## config.mk

```make
export PLATFORM = sky130hd
export DESIGN_NAME = smc_ctrl
export DESIGN_NICKNAME = d
export VERILOG_FILES = /design/src/logic/smc_pkg.sv /design/src/logic/smc_delay.sv /design/src/logic/smc_ctrl.sv
export VERILOG_INCLUDE_DIRS = /design/src /design/src/logic
export SDC_FILE = /design/constraint.sdc
export NUM_CORES = 1
export LEC_CHECK = 0
export BUFFER_PORTS_ARGS = -buffer_cell sky130_fd_sc_hd__buf_2
export CORE_ASPECT_RATIO = 0.6
export CORE_MARGIN = 2
export CORE_UTILIZATION = 31
export DETAILED_ROUTE_END_ITERATION = 10
export PLACE_DENSITY = 0.61
export SLEW_MARGIN = 20
export SYNTH_ARGS = -nofsm -noshare
export SYNTH_HDL_FRONTEND = slang
export SYNTH_HIERARCHICAL = 1
export SYNTH_SLANG_ARGS = --single-unit
```

## constraint.sdc

```tcl
create_clock -name ref_clk -period 5.3 [get_ports ref_clk]
set_input_delay 0.795 -clock ref_clk [delete_from_list [all_inputs] [get_ports ref_clk]]
set_output_delay 0.795 -clock ref_clk [all_outputs]
set_load 0.005 [all_outputs]
```

## src/logic/smc_cfg.svh

```systemverilog
// Offsets, field positions, reset values and cycle counts of the sleep
// mode controller. Definitions only; included by the delay, controller and bench modules.
`ifndef SMC_CFG_SVH
`define SMC_CFG_SVH

// Wishbone byte offsets
`define SMC_ADR_POWER_CTRL  8'h00
`define SMC_ADR_STATUS      8'h04

// Power control register fields and reset value
`define SMC_ARM_BIT         7
`define SMC_SEL_HI          6
`define SMC_SEL_LO          4
`define SMC_SENSE1_HI       3
`define SMC_SENSE1_LO       2
`define SMC_SENSE0_HI       1
`define SMC_SENSE0_LO       0
`define SMC_POWER_CTRL_RST  8'h00
`define SMC_SENSE_LEVEL     2'h0

// Status register fields
`define SMC_ST_STATE_HI     3
`define SMC_ST_STATE_LO     0
`define SMC_ST_MODE_HI      6
`define SMC_ST_MODE_LO      4
`define SMC_ST_WOKE_RST     7
`define SMC_ST_XTAL_OK      8

// Clock source select ranges
`define SMC_CLOCK_SOURCE_SELECT_RC_MIN    4'h5
`define SMC_CLOCK_SOURCE_SELECT_RC_MAX    4'h8
`define SMC_CLOCK_SOURCE_SELECT_XTAL_MIN  4'h9
`define SMC_SUT_FAST        2'h3

// Cycle counts
`define SMC_HOLD_CYC        16'h0004
`define SMC_SU_STANDBY      16'h0006
`define SMC_SU_SHORT        16'h0006
`define SMC_SU_RC_LONG      16'h0012
`define SMC_SU_XTAL         16'h0400
`define SMC_SU_NONE         16'h0000

`endif

```

## src/logic/smc_pkg.sv

```systemverilog
// Types shared by the sleep mode controller modules.
// Assumes smc_cfg.svh is on the include path.
package smc_pkg;

	typedef enum logic [3:0] {
		ST_RUN   = 4'b0001,
		ST_SLEEP = 4'b0010,
		ST_START = 4'b0100,
		ST_HOLD  = 4'b1000
	} smc_state_t;

	typedef enum logic [2:0] {
		MODE_IDLE        = 3'h0,
		MODE_ADC_NR      = 3'h1,
		MODE_PWR_DOWN    = 3'h2,
		MODE_PWR_SAVE    = 3'h3,
		MODE_RSVD4       = 3'h4,
		MODE_RSVD5       = 3'h5,
		MODE_STANDBY     = 3'h6,
		MODE_EXT_STANDBY = 3'h7
	} smc_mode_t;

	typedef struct packed {
		logic core_clock;
		logic program_mem_clock;
		logic peripheral_clock;
		logic adc_clock;
		logic async_clock;
		logic main_osc;
		logic timer_osc;
	} smc_clk_en_t;

	typedef struct packed {
		logic ext0_pend;
		logic ext1_pend;
		logic ext2_pend;
		logic twi_match;
		logic async_timer;
		logic nvm_ready;
		logic adc_done;
		logic other_io;
	} smc_wake_t;

endpackage

```

## src/logic/smc_delay.sv

```systemverilog
// Loadable down counter timing start-up and core hold periods.
// Assumes the loader gives a value of one or more.
`timescale 1ns/100ps
`include "smc_cfg.svh"

module smc_delay (
	input  wire logic        ref_clk,
	input  wire logic        rst,
	input  wire logic        load,
	input  wire logic [15:0] load_val,
	output logic             last
);
	logic [15:0] count;

	// Last cycle of the period: loaded N gives N cycles
	assign last = (count == 16'h0001);

	always_ff @(posedge ref_clk or posedge rst) begin
		if (rst)
			count <= 16'h0000;
		else if (load)
			count <= load_val;
		else if (count != 16'h0000)
			count <= count - 16'h0001;
	end
endmodule

```

## src/logic/smc_ctrl.sv

```systemverilog
// Sleep mode controller: power control register on Wishbone, sleep entry,
// per-mode clock gating, wake detection, start-up and core hold timing.
// Assumes sleep_exec, wake_irq and reset_req come from logic on ref_clk;
// external interrupt pins are asynchronous.
`timescale 1ns/100ps
`include "smc_cfg.svh"

// Function
// RULE1 - Sleep is entered only if sleep arm is set when sleep executes.
// RULE2 - Three-bit select picks idle, noise reduction, down, save, standbys.
// RULE3 - Standby modes only accepted with an external crystal clock source.
// RULE4 - Interrupt wake holds core four cycles beyond start-up, then resumes.
// RULE5 - Register file and static memory keep contents across sleep.
// RULE6 - Reset during sleep wakes the core to restart from reset vector.
// RULE7 - Software sets arm just before sleep and clears it after waking.
// RULE8 - Idle stops only core and program memory clocks.
// RULE9 - Idle wakes on external and internal interrupts.
// RULE10 - Entering idle or noise reduction starts a conversion if enabled.
// RULE11 - Noise reduction stops peripheral, core and program memory clocks.
// RULE12 - Noise reduction wakes only on the listed sources.
// RULE13 - Power-down stops oscillator and all generated clocks.
// RULE14 - Power-down wakes on resets, address match, level or line 2 irq.
// RULE15 - A level wake must be held long enough to be seen.
// RULE16 - Power-down wake waits a start-up set by clock source selection.
// RULE17 - Power-save adds asynchronous timer wake when enabled globally.
// RULE18 - Power-save halts every clock except the async clock domain.
// RULE19 - Without async timer clocking software should prefer power-down.
// RULE20 - Standby is power-down with oscillator running, six cycle wake.
// RULE21 - Extended standby is power-save with oscillator, six cycle wake.
// RULE22 - With sleep arm clear, sleep is a no-operation.
module smc_ctrl import smc_pkg::*; (
	input  wire logic        ref_clk,
	input  wire logic        rst,
	input  wire logic        wb_cyc_i,
	input  wire logic        wb_stb_i,
	input  wire logic        wb_we_i,
	input  wire logic [7:0]  wb_adr_i,
	input  wire logic [3:0]  wb_sel_i,
	input  wire logic [31:0] wb_dat_i,
	output logic [31:0]      wb_dat_o,
	output logic             wb_ack_o,
	input  wire logic        sleep_exec,
	input  wire logic [3:0]  clock_source_select,
	input  wire logic [1:0]  startup_time_sel,
	input  wire logic        async_timer_clock_sel,
	input  wire logic        global_irq_en,
	input  wire logic        adc_enabled,
	input  wire logic [2:0]  ext_irq_pin,
	input  wire logic [2:0]  ext_irq_en,
	input  wire smc_wake_t   wake_irq,
	input  wire logic        reset_req,
	output smc_clk_en_t      clk_en,
	output logic             core_resume,
	output logic             restart_vector,
	output logic             adc_auto_start
);
	// ****************************************************
	// Register bus
	// ****************************************************
	logic [7:0]  mcu_power_control;
	smc_state_t  state;
	smc_state_t  next_state;
	smc_mode_t   cur_mode;
	logic        woke_rst;
	wire         bus_req = wb_cyc_i & wb_stb_i & ~wb_ack_o;
	wire         hit_ctrl = (wb_adr_i == `SMC_ADR_POWER_CTRL);
	wire         hit_stat = (wb_adr_i == `SMC_ADR_STATUS);
	wire         ctrl_wr = wb_cyc_i & wb_stb_i & wb_ack_o & wb_we_i &
		hit_ctrl & wb_sel_i[0];
	wire         sleep_arm = mcu_power_control[`SMC_ARM_BIT];
	wire [2:0]   sleep_select =
		mcu_power_control[`SMC_SEL_HI:`SMC_SEL_LO];
	wire         xtal_ok = (clock_source_select >= `SMC_CLOCK_SOURCE_SELECT_XTAL_MIN);
	wire [31:0]  status_word = {23'h000000, xtal_ok, woke_rst,
		cur_mode, state};
	wire [31:0]  rd_word = hit_ctrl ? {24'h000000, mcu_power_control} :
		hit_stat ? status_word : 32'h00000000;

	// Unmapped addresses still ack, reading zero and ignoring writes
	always_ff @(posedge ref_clk or posedge rst) begin
		if (rst) begin
			wb_ack_o <= 1'b0;
			wb_dat_o <= 32'h00000000;
		end else begin
			wb_ack_o <= bus_req;
			if (bus_req)
				wb_dat_o <= rd_word;
		end
	end
	always_ff @(posedge ref_clk or posedge rst) begin
		if (rst)
			mcu_power_control <= `SMC_POWER_CTRL_RST;
		else if (ctrl_wr)
			mcu_power_control <= wb_dat_i[7:0];
	end

	// ****************************************************
	// External interrupt pins
	// ****************************************************
	logic [2:0] pin_meta;
	logic [2:0] pin_sync;

	// A short level pulse can vanish between synchroniser samples [RULE15]
	for (genvar g = 0; g < 3; g++) begin : g_pin
		always_ff @(posedge ref_clk or posedge rst) begin
			if (rst) begin
				pin_meta[g] <= 1'b1;
				pin_sync[g] <= 1'b1;
			end else begin
				pin_meta[g] <= ext_irq_pin[g];
				pin_sync[g] <= pin_meta[g];
			end
		end
	end

	wire sense0_lvl = (mcu_power_control[`SMC_SENSE0_HI:`SMC_SENSE0_LO]
		== `SMC_SENSE_LEVEL);
	wire sense1_lvl = (mcu_power_control[`SMC_SENSE1_HI:`SMC_SENSE1_LO]
		== `SMC_SENSE_LEVEL);
	wire lvl0_wake = ~pin_sync[0] & ext_irq_en[0] & sense0_lvl;
	wire lvl1_wake = ~pin_sync[1] & ext_irq_en[1] & sense1_lvl;

	// ****************************************************
	// Mode decode and wake sources
	// ****************************************************
	wire mode_valid = (sleep_select != MODE_RSVD4) &&
		(sleep_select != MODE_RSVD5); // [RULE2]
	wire mode_needs_xtal = (sleep_select == MODE_STANDBY) ||
		(sleep_select == MODE_EXT_STANDBY);
	wire mode_ok = mode_valid & (~mode_needs_xtal | xtal_ok); // [RULE3]
	// Arm bit is sampled with the sleep strobe only [RULE1] [RULE7] [RULE22]
	wire enter = (state == ST_RUN) & sleep_exec & sleep_arm & mode_ok;

	wire deep_wake = wake_irq.twi_match | lvl0_wake | lvl1_wake |
		wake_irq.ext2_pend; // [RULE14]
	wire async_wake = wake_irq.async_timer & async_timer_clock_sel &
		global_irq_en; // [RULE17]
	wire idle_wake = (|wake_irq) | lvl0_wake | lvl1_wake; // [RULE9]
	wire adcnr_wake = deep_wake | wake_irq.adc_done | async_wake |
		wake_irq.nvm_ready; // [RULE12]

	logic irq_wake;
	always_comb begin
		case (cur_mode)
			MODE_IDLE:        irq_wake = idle_wake;
			MODE_ADC_NR:      irq_wake = adcnr_wake;
			MODE_PWR_DOWN:    irq_wake = deep_wake;
			MODE_STANDBY:     irq_wake = deep_wake;
			MODE_PWR_SAVE:    irq_wake = deep_wake | async_wake;
			MODE_EXT_STANDBY: irq_wake = deep_wake | async_wake;
			default:          irq_wake = 1'b1;
		endcase
	end

	// ****************************************************
	// Clock gating per mode
	// ****************************************************
	// Gating only stops clocks; no storage is cleared on the way [RULE5]
	function automatic smc_clk_en_t sleep_clocks(input logic [2:0] m,
		input logic asy);
		smc_clk_en_t c;
		// Bits in struct order: core clock first, timer oscillator last
		case (m)
			MODE_IDLE:        c = {5'b00111, 1'b1, asy}; // [RULE8]
			MODE_ADC_NR:      c = {5'b00011, 1'b1, asy}; // [RULE11]
			MODE_PWR_SAVE:    c = {4'b0000, asy, 1'b0, asy}; // [RULE18]
			MODE_STANDBY:     c = 7'h02; // [RULE20]
			MODE_EXT_STANDBY: c = {4'b0000, asy, 1'b1, asy}; // [RULE21]
			default:          c = '0; // [RULE13]
		endcase
		return c;
	endfunction

	// Start-up length follows the clock source selection [RULE16]
	function automatic logic [15:0] startup_len(input logic [2:0] m,
		input logic [3:0] cks, input logic [1:0] sut);
		logic [15:0] n;
		n = `SMC_SU_SHORT;
		if (m == MODE_IDLE || m == MODE_ADC_NR)
			n = `SMC_SU_NONE;
		else if (m == MODE_STANDBY || m == MODE_EXT_STANDBY)
			n = `SMC_SU_STANDBY; // [RULE20] [RULE21]
		else if (cks >= `SMC_CLOCK_SOURCE_SELECT_XTAL_MIN)
			n = `SMC_SU_XTAL;
		else if (cks >= `SMC_CLOCK_SOURCE_SELECT_RC_MIN && cks <= `SMC_CLOCK_SOURCE_SELECT_RC_MAX &&
			sut != `SMC_SUT_FAST)
			n = `SMC_SU_RC_LONG;
		return n;
	endfunction

	smc_clk_en_t run_clocks;
	always_comb begin
		run_clocks = '1;
		run_clocks.timer_osc = async_timer_clock_sel;
	end

	// ****************************************************
	// Sequencer
	// ****************************************************
	wire         wake = reset_req | irq_wake; // [RULE6]
	wire [15:0]  su_len = startup_len(cur_mode, clock_source_select,
		startup_time_sel);
	wire         dly_last;
	wire         go_start = (state == ST_SLEEP) & wake &
		(su_len != `SMC_SU_NONE);
	wire         go_hold = ((state == ST_SLEEP) & wake &
		(su_len == `SMC_SU_NONE)) | ((state == ST_START) & dly_last);
	wire         dly_load = go_start | go_hold;
	wire [15:0]  dly_val = go_start ? su_len : `SMC_HOLD_CYC; // [RULE4]
	wire         leave = (state == ST_HOLD) & dly_last;

	always_comb begin
		case (state)
			ST_RUN:   next_state = enter ? ST_SLEEP : ST_RUN;
			ST_SLEEP: next_state = go_start ? ST_START :
				go_hold ? ST_HOLD : ST_SLEEP;
			ST_START: next_state = dly_last ? ST_HOLD : ST_START;
			ST_HOLD:  next_state = dly_last ? ST_RUN : ST_HOLD;
			default:  next_state = ST_RUN;
		endcase
	end

	smc_clk_en_t next_clk_en;
	always_comb begin
		case (next_state)
			ST_RUN:   next_clk_en = run_clocks;
			ST_SLEEP: next_clk_en = enter ?
				sleep_clocks(sleep_select, async_timer_clock_sel) : clk_en;
			ST_START: begin
				next_clk_en = clk_en;
				next_clk_en.main_osc = 1'b1;
			end
			ST_HOLD: begin
				next_clk_en = run_clocks; // Core stays halted [RULE4]
				next_clk_en.core_clock = 1'b0;
			end
			default:  next_clk_en = run_clocks;
		endcase
	end

	always_ff @(posedge ref_clk or posedge rst) begin
		if (rst) begin
			state <= ST_RUN;
			cur_mode <= MODE_IDLE;
			woke_rst <= 1'b0;
			clk_en <= '1;
			core_resume <= 1'b0;
			restart_vector <= 1'b0;
			adc_auto_start <= 1'b0;
		end else begin
			state <= next_state;
			clk_en <= next_clk_en;
			if (enter) begin
				cur_mode <= smc_mode_t'(sleep_select);
				woke_rst <= 1'b0;
			end else if (state == ST_SLEEP && reset_req)
				woke_rst <= 1'b1;
			core_resume <= leave & ~woke_rst; // [RULE4]
			restart_vector <= leave & woke_rst; // [RULE6]
			adc_auto_start <= enter & adc_enabled &
				(sleep_select == MODE_IDLE ||
				sleep_select == MODE_ADC_NR); // [RULE10]
		end
	end

	smc_delay u_delay (
		.ref_clk  (ref_clk),
		.rst      (rst),
		.load     (dly_load),
		.load_val (dly_val),
		.last     (dly_last)
	);

	// A crystal start-up is too long for a delay range, so count instead
	logic [10:0] rst_wait;
	always_ff @(posedge ref_clk or posedge rst) begin
		if (rst)
			rst_wait <= 11'h000;
		else if (restart_vector)
			rst_wait <= 11'h000;
		else if (|rst_wait || (state == ST_SLEEP && reset_req))
			rst_wait <= rst_wait + 11'h001;
	end
endmodule

```

==> results of run 1 <==
-- cell type report --
class                   count  area (sq um)  area share [%]
multi-input cells         239          1520            41.7
inverters                  14          52.6            1.44
flip-flops and latches     56          1420            38.8
repair buffers             67           343            9.40
clock buffers               5           125            3.43
well taps                 135           169            4.63
clock inverters             3          18.8           0.515
-- logic make-up (layout without fill, tap and decap cells) --
group | count (synthesis) | in the layout | synth area share, %
other | 1 | 35 | 0.121
muxes | 13 | 13 | 4.88
adders and majority gates | 6 | 6 | 2.42
DFF | 56 | 56 | 45.7
xor gates and xnor gates | 7 | 7 | 1.98
and+or+nand+nor | 110 | 110 | 21.3
buffers and inverters | 47 | 89 | 9.36
AOI/OAI and AO/OA | 68 | 68 | 14.3
-- layout by cell type (no fill, tap or decap), types with 8 or more instances in the layout --
cell type / count
nor2_1: 35
dfrtp_1: 44
inv_1: 14
a22oi_1: 8
buf_2: 64
nand2_1: 26
o31ai_1: 8
mux2_2: 9
o21ai_0: 9
dfstp_2: 12
a21oi_1: 21
conb_1: 35
-- through the flow --
stage                     area, sq um  utilization (%)  total power [mW]  setup slack [ns]
after global routing             3650             37.2             0.877              1.86
after global placement           3500             35.7             0.518              2.25
final                            3650             37.2             0.837              2.21
after CTS                        3650             37.2             0.847              2.19
after floorplan                  3230                -             0.496              2.40
after detailed placement         3500             35.7             0.520              2.19
-- where the power goes --
group	total [mW]	leakage [nW]	internal (mW)	switching [mW]
sequential	0.448	0.652	0.441	0.00689
combinational	0.0634	0.893	0.0270	0.0364
clock	0.326	0.0736	0.175	0.151
total	0.837	1.62	0.642	0.194
-- metal layers --
layer	up-vias	global-route usage (%)	wire length (microns)
li1	1192	-	-
met1	1165	20.9	3690
met2	84	19.4	2720
met3	4	4.44	617
met4	0	3.19	40
met5	-	0	0
-- worst max-delay path, cell delays in order, from the launching register on --
cell and delay, ns:
dfrtp_1 0.42, nor3_1 0.64, nand4_1 0.18, nor4b_1 0.34
buf_4 0.20, nand2_1 0.06, nor2_1 0.10, a21oi_1 0.05
nor3_1 0.15, buf_4 0.25, inv_1 0.24, mux2_2 0.34
-- worst max-delay path by stage --
stage | start | end | slack, ns | cells after the start
finish | u_delay/count[9] | u_delay/count[3] | 2.21 | 11
global route | u_delay/count[9] | u_delay/count[13] | 1.86 | 12
CTS | u_delay/count[9] | u_delay/count[3] | 2.19 | 11
detailed placement | wake_irq[3] | u_delay/count[13] | 2.19 | 12
global placement | ext_irq_en[1] | u_delay/count[13] | 2.25 | 12
floorplan | u_delay/count[4] | u_delay/count[12] | 2.40 | 12
-- synthesized netlist by cell type (4+ instances only) --
library cell / instances / area (sq um)
a21oi_1: 21 / 105
a22oi_1: 8 / 60.1
a31oi_1: 4 / 25.0
buf_4: 24 / 180
clkbuf_1: 5 / 18.8
dfrtp_1: 44 / 1100
dfstp_2: 12 / 315
ha_1: 6 / 75.1
inv_1: 14 / 52.6
mux2_2: 9 / 101
nand2_1: 26 / 97.6
nand3_1: 5 / 25.0
nand4_1: 4 / 25.0
nor2_1: 35 / 131
nor3_1: 6 / 30.0
nor4_4: 4 / 85.1
nor4b_1: 4 / 35.0
o21ai_0: 9 / 45.0
o22ai_1: 4 / 25.0
o31ai_1: 8 / 60.1
xor2_1: 4 / 35.0
-- state kept, by name (all words and copies together), names as in the netlist --
name,count
wb_dat_o,9
state,4
pin_sync,2
wb_ack_o,1
woke_rst,1
u_delay/count,16
cur_mode,3
adc_auto_start,1
core_resume,1
restart_vector,1
mcu_power_control,8
clk_en,7
pin_meta,2
==> run_results.csv, run 1 <==
group,metric,value,unit
detailed_routing,wire_per_inst,13.6,microns
timing,finalClockSkew,0.00557,ns
cts,post-cts-setup-buffers,0,
detailed_routing,totalWireLength,7.07,mm
synthesis,synth_area,3100,sq um
detailed_routing,vias,2445,
detailed_routing,drt_first_pass_iters,4,
worst_setup_path,critPathKind,"reg -> reg",
cts,root_buffer,"clkbuf_16",
timing,max_freq,324,MHz
timing,setup_violations,0,
worst_hold_path,hp-class,"reg -> reg",
synthesis,ys_warn_count,6,
floorplanning,die_w,133,microns
global_route,antenna_found_initial,0,
cts,ctsHtreeMaxLevel,2,
worst_setup_path,crit_path_end_kind,"flip-flop",
timing,worst_slew_pin_slew,1.05,ns
floorplanning,initial_core_util,31.6,%
global_route,grt-ovfl-total,0,
detailed_routing,antenna_left,0,
cts,cts_buffer_depth,2,
floorplanning,dieArea,10800,sq um
pwr,ir_drop,0.121,mV
final_layout,insertedDiodeCount,0,
worst_setup_path,cp-start-kind,"flip-flop",
floorplanning,rows,28,
pwr,power_density,229,nW/um^2
cts,numCtsBuffers,5,
worst_setup_path,r2r_cells,11,
timing,rsz0062_at_grt,"false",
cts,hold_buffers,0,
final_layout,area_growth,17.6,%
pwr,power.leakage,1.62,nW
cts,cts_tree,"done",
place,io_buffers,64,
cts,worst_skew_pair.late_latency,0.29,ns
timing,whs,0.356,ns
worst_hold_path,hold_depth,0,
synthesis,synth_edf_count,0,
floorplanning,core_area,9810,sq um
final_layout,drive_gt1_share,29.7,%
place,placedCellCount,511,
synthesis,async_reset_ff_share,100,%
synthesis,synthCells,308,
synthesis,synth-seq-area-share,45.7,%
timing,final.min_clock_period,3.09,ns
place,dpl.hpwl,5.40,mm
global_route,grt_max_degree,41,
floorplanning,dieHeight,81.5,microns
global_route,grt_usage,14.0,%
worst_hold_path,holdPathEnd,"pin_sync[0]",
job,maxCapViolCount,0,
cts,post_cts_resized,0,
run_status,outcome,"complete, no violations",
place,gp_congestion,0.812,
detailed_routing,viasPerCell,4.71,
synthesis,avgSynthCellArea,10.1,sq um
worst_setup_path,critical_path_required,5.47,ns
global_route,grt_pass1_vias,2326,
worst_setup_path,crit_fanout,19,
timing,hold_viol,0,
worst_setup_path,worstReg2RegEnd,"u_delay/count[3]",
final_layout,instances_no_fill,519,
timing,drv_slew,0,
final_layout,num-fill-cells,997,
worst_hold_path,hold_start,"pin_meta[0]",
global_route,grt_pass1_wl,11.8,mm
timing,tns,0,ns
final_layout,num-nets-final,463,
worst_setup_path,reg2reg_from,"u_delay/count[9]",
timing,post-route-period-util,58.3,%
cts,path_clk_slew,0.07,ns
detailed_routing,drc,0,
synthesis,ys_ff_latch,56,
worst_setup_path,arrival,3.26,ns
synthesis,synth_cell_types,56,
worst_setup_path,r2r_slack,2.21,ns
cts,cts.sinks,56,
timing,maxSlewHeadroom,30.0,%
detailed_routing,drt_iter0_markers,122,
synthesis,synthFlopType,"dfrtp_1",
floorplanning,pin_count,117,
Note: power is estimated with default switching activity, not from simulation.
==> run 2, diff against run 1 <==
- clock period: 5.3 -> 3.1 ns (I/O delays scaled with it)
==> run_results.csv, run 2 (same netlist as run 1, synthesis figures left out) <==
group,metric,value,unit
run_status,outcome,"complete, no violations",
detailed_routing,vias,2466,
timing,maxSlewHeadroom,31.1,%
worst_setup_path,worstReg2RegEnd,"u_delay/count[3]",
cts,numCtsBuffers,5,
floorplanning,rows,28,
floorplanning,pin_count,117,
global_route,grt_pass1_wl,12.1,mm
worst_setup_path,reg2reg_from,"u_delay/count[11]",
global_route,grt_pass1_vias,2406,
timing,hold_viol,0,
place,dpl_worst_slack,0.442,ns
worst_setup_path,critPathKind,"reg -> reg",
worst_setup_path,startpoint,"u_delay/count[11]",
detailed_routing,antenna_left,0,
detailed_routing,totalWireLength,7.39,mm
detailed_routing,drt_iter0_markers,190,
floorplanning,dieHeight,81.5,microns
timing,tns,0,ns
global_route,antenna_found_initial,0,
detailed_routing,viasPerCell,4.71,
place,dpl.hpwl,5.62,mm
cts,worst_skew_pair.late_latency,0.30,ns
cts,hold_buffers,0,
final_layout,insertedDiodeCount,0,
timing,worst_slew_pin_slew,1.03,ns
place,placedCellCount,516,
timing,max_freq,383,MHz
timing,finalClockSkew,0.0105,ns
worst_setup_path,critical_path_required,3.28,ns
worst_setup_path,cpPeakStageDelay,0.53,ns
worst_setup_path,crit_path_end_kind,"flip-flop",
timing,post-route-period-util,84.3,%
global_route,grt_max_degree,41,
detailed_routing,drt_first_pass_iters,4,
place,io_buffers,64,
worst_hold_path,hp-class,"in -> async",
cts,cts_buffer_depth,2,
worst_setup_path,path_cells,"nor4_4, nand4_1, nor4b_1, nand2_1, nor2_1, a21oi_1, nor3_1, inv_1, mux2_2",
final_layout,drive_gt1_share,30.6,%
global_route,grt_usage,14.3,%
cts,post-cts-setup-buffers,0,
worst_setup_path,crit_fanout,14,
worst_setup_path,cp_slowest_cell,"nor4b_1",
place,gp_congestion,0.770,
final_layout,area_growth,19.7,%
final_layout,layout_common_cells,"64 x buf_2, 44 x dfrtp_1, 35 x nor2_1, 35 x conb_1, 26 x nand2_1",
floorplanning,core_area,9810,sq um
timing,final.min_clock_period,2.61,ns
timing,setup_violations,0,
final_layout,max_flop_register,"u_delay/count",
cts,post_cts_resized,0,
worst_setup_path,arrival,2.80,ns
pwr,fin_total_pwr,1.52,mW
final_layout,largest_reg_flops,16,
cts,path_clk_slew,0.07,ns
worst_setup_path,cp-start-kind,"flip-flop",
timing,drv_slew,0,
timing,rsz0062_at_grt,"false",
floorplanning,initial_core_util,31.6,%
timing,fin_ws,0.486,ns
cts,ctsHtreeMaxLevel,2,
floorplanning,die_w,133,microns
worst_setup_path,r2r_cells,9,
job,maxCapViolCount,0,
final_layout,num-nets-final,468,
final_layout,instances_no_fill,524,
pwr,power.leakage,1.65,nW
worst_setup_path,crit_path_end,"u_delay/count[3]",
pwr,power_density,409,nW/um^2
final_layout,top_regs,"u_delay/count: 16 flops, wb_dat_o: 9 flops, mcu_power_control: 8 flops",
global_route,grt-ovfl-total,0,
detailed_routing,drc,0,
cts,root_buffer,"clkbuf_16",
worst_setup_path,r2r_slack,0.49,ns
final_layout,fin_util,37.9,%
final_layout,layout_commonest_cell,"buf_2",
cts,cts.sinks,56,
cts,cts_tree,"done",
detailed_routing,wire_per_inst,14.1,microns
floorplanning,dieArea,10800,sq um
pwr,ir_drop,0.237,mV
==> run 2: cell types whose count changed in the layout (fill, tap and decap cells not counted), sizes merged <==
cell / previous run / this run
clkinv: 3 / 2
bufinv: 0 / 1
buf: 67 / 72
==> run 2: critical path: cells and delay by family (launching register included) <==
kind	cells	cell delay, ns
and+or+nand+nor	6	1.38
AOI/OAI and AO/OA	1	0.05
muxes	1	0.33
buffers and inverters	1	0.26
DFF	1	0.47
==> run 2: stage by stage <==
step	hold slack (ns)	instance area, sq um
6_report	0.251	3710
5_1_grt	0.240	3710
4_1_cts	0.253	3710
3_5_place_dp	0.351	3540
3_3_place_gp	0.348	3540
2_1_floorplan	0.345	3230
==> run 2: worst min-delay path by stage <==
stage / start / slack, ns / end / cells after the start
finish: rst / 0.25 / u_delay/count[7] / 2
floorplan: pin_meta[0] / 0.35 / pin_sync[0] / 0
CTS: ext_irq_pin[0] / 0.25 / pin_meta[0] / 1
global route: ext_irq_pin[1] / 0.24 / pin_meta[1] / 1
global placement: pin_meta[0] / 0.35 / pin_sync[0] / 0
detailed placement: pin_meta[1] / 0.35 / pin_sync[1] / 0
==> run 2: routing by layer <==
layer	part of all wire, %	global-route usage [%]	wire length [microns]
met4	0.35	3.83	26
met3	5.4	3.89	402
met1	53	21.0	3920
met5	0	0	0
met2	41	20.8	3040
==> run 2: layout make-up <==
class	instances	area (sq um)
fillers	1009	6100
clock inverters	3	47.5
clock buffers	5	125
well taps	135	169
inverters	14	52.6
multi-input cells	239	1520
flip-flops and latches	56	1420
repair buffers	72	380
==> run 2: where the power goes <==
group	switching (mW)	internal, mW
clock network	0.260	0.384
logic	0.0635	0.0462
registers	0.0123	0.753
==> run 3, diff against run 2 <==
- PLACE_DENSITY: 0.61 -> 0.63
- clock period: 3.1 -> 2.2 ns (I/O delays scaled with it)
==> run_results.csv, run 3 (same netlist as run 1, synthesis figures left out) <==
group,metric,value,unit
global_route,grt_usage,15.2,%
worst_setup_path,cpPeakStageDelay,0.41,ns
worst_hold_path,hold_start,"ext_irq_pin[1]",
global_route,grt_max_degree,41,
final_layout,layout_common_cells,"64 x buf_2, 44 x dfrtp_1, 37 x buf_4, 35 x conb_1, 32 x nor2_1",
final_layout,regArea,1420,sq um
cts,cts.sinks,56,
global_route,grt_pass1_wl,12.9,mm
worst_setup_path,cp-start-kind,"flip-flop",
detailed_routing,drt_iter0_markers,67,
run_status,violations,"setup timing",
timing,maxSlewHeadroom,54.6,%
worst_setup_path,crit_fanout,14,
detailed_routing,wl_met1,3.79,mm
cts,ctsHtreeMaxLevel,2,
global_route,grt_pass1_vias,2703,
detailed_routing,drt_first_pass_iters,4,
floorplanning,dieHeight,81.5,microns
final_layout,num-nets-final,499,
floorplanning,dieArea,10800,sq um
worst_setup_path,cp_slowest_cell,"dfrtp_1",
worst_setup_path,reg2reg_from,"u_delay/count[5]",
place,io_buffers,64,
cts,worst_skew_pair.late_latency,0.30,ns
detailed_routing,viasPerCell,4.66,
detailed_routing,wire_per_inst,13.7,microns
worst_setup_path,arrival,2.41,ns
detailed_routing,routed.top_layer,"met4",
timing,finalClockSkew,0.0108,ns
timing,worst_slew_pin_slew,0.680,ns
final_layout,top_regs,"u_delay/count: 16 flops, wb_dat_o: 9 flops, mcu_power_control: 8 flops",
detailed_routing,wl_met3,435,microns
timing,fin_ws,-0.00982,ns
final_layout,area_growth,30.5,%
worst_setup_path,critPathKind,"reg -> reg",
detailed_routing,wl_met2,3.25,mm
final_layout,max_flop_register,"u_delay/count",
floorplanning,die_w,133,microns
timing,final.min_clock_period,2.21,ns
timing,rsz0062_at_grt,"true",
worst_setup_path,critical_path_required,2.40,ns
worst_setup_path,path_cells,"nor4_4, nand4_1, nor4b_4, nand2_1, nor2_1, a21oi_1, nor3_1, buf_4, inv_8, mux2_2",
worst_hold_path,hp-class,"in -> reg",
final_layout,fin_util,41.3,%
detailed_routing,drc,0,
run_status,outcome,"finished, violations left",
worst_setup_path,r2r_slack,-0.01,ns
worst_setup_path,worstReg2RegEnd,"u_delay/count[3]",
cts,root_buffer,"clkbuf_16",
cts,cts_tree,"done",
detailed_routing,antenna_left,0,
worst_setup_path,crit_family,"simple AND/OR/NAND/NOR gates",
timing,setup_violations,1,
worst_hold_path,hold_depth,1,
final_layout,drive_gt1_share,40.0,%
final_layout,largest_reg_flops,16,
global_route,grt-ovfl-total,0,
timing,hold_viol,0,
timing,drv_slew,0,
pwr,ir_drop,0.348,mV
pwr,power_density,515,nW/um^2
cts,numCtsBuffers,5,
job,maxCapViolCount,0,
place,gp_congestion,0.826,
timing,post-route-period-util,100,%
cts,cts_buffer_depth,2,
pwr,power.leakage,1.84,nW
pwr,fin_total_pwr,2.09,mW
final_layout,num-fill-cells,996,
final_layout,insertedDiodeCount,0,
worst_setup_path,r2r_cells,10,
floorplanning,core_area,9810,sq um
timing,max_freq,453,MHz
floorplanning,rows,28,
detailed_routing,vias,2586,
worst_setup_path,crit_path_end_kind,"flip-flop",
floorplanning,pin_count,117,
detailed_routing,totalWireLength,7.61,mm
place,dpl.hpwl,5.85,mm
global_route,antenna_found_initial,0,
worst_hold_path,holdPathEnd,"pin_meta[1]",
cts,path_clk_slew,0.08,ns
final_layout,multiInputGateArea,1620,sq um
worst_setup_path,path_buf_inv,2,
floorplanning,initial_core_util,31.6,%
final_layout,layout_commonest_cell,"buf_2",
[run 3: cell types whose count changed in the layout (fill, tap and decap cells not counted), sizes merged]
cell,before,now
buf,72,103
clkinv,2,0
inv,14,17
bufinv,1,0
[run 3: repair_timing]
item	in CTS	in global routing
pin swaps	3	4
buffers inserted	1	2
endpoints found under the setup margin	12	23
gates resized for setup	12	15
hold buffers	0	0
[run 3: cell type report]
class	count	area share, %
Inverter	14	1.48
Sequential cell	56	35.0
Timing Repair Buffer	103	15.5
Multi-Input combinational cell	239	40.0
Tap cell	135	4.17
Clock inverter	3	0.711
Clock buffer	5	3.09
[run 3: worst max-delay path by stage]
| stage | depth (start not counted) | end | startpoint | slack [ns] |
|---|---|---|---|---|
| after floorplan | 12 | u_delay/count[5] | u_delay/count[5] | -0.19 |
| after global placement | 12 | u_delay/count[13] | ext_irq_en[1] | -0.02 |
| after detailed placement | 10 | u_delay/count[9] | ext_irq_en[1] | -0.04 |
| after CTS | 9 | u_delay/count[6] | pin_sync[1] | -0.02 |
| after global routing | 10 | u_delay/count[3] | u_delay/count[5] | -0.18 |
| final | 10 | u_delay/count[3] | u_delay/count[5] | -0.01 |
[run 3: per-layer routing]
| layer | track usage [%] | up-vias |
|---|---|---|
| met4 | 4.68 | 0 |
| met1 | 20.8 | 1238 |
| li1 | - | 1275 |
| met3 | 3.95 | 11 |
| met2 | 24.0 | 62 |
| met5 | 0 | - |
[run 3: power breakdown]
part	switching, mW	internal [mW]
sequential	0.0150	1.06
clock	0.411	0.440
combinational	0.0900	0.0687
[run 3: per-stage QoR]
stage / instances / hold WS (ns) / setup slack [ns] / setup TNS, ns / instance area [sq um]
floorplan: 342 / 0.244 / -0.186 / -1.96 / 3260
global placement: 544 / 0.346 / -0.0199 / -0.0463 / 3770
detailed placement: 544 / 0.347 / -0.0387 / -0.157 / 3770
CTS: 553 / 0.109 / -0.0247 / -0.187 / 3990
global route: 555 / 0.110 / -0.175 / -1.92 / 4050
finish: 555 / 0.113 / -0.00982 / -0.00982 / 4050
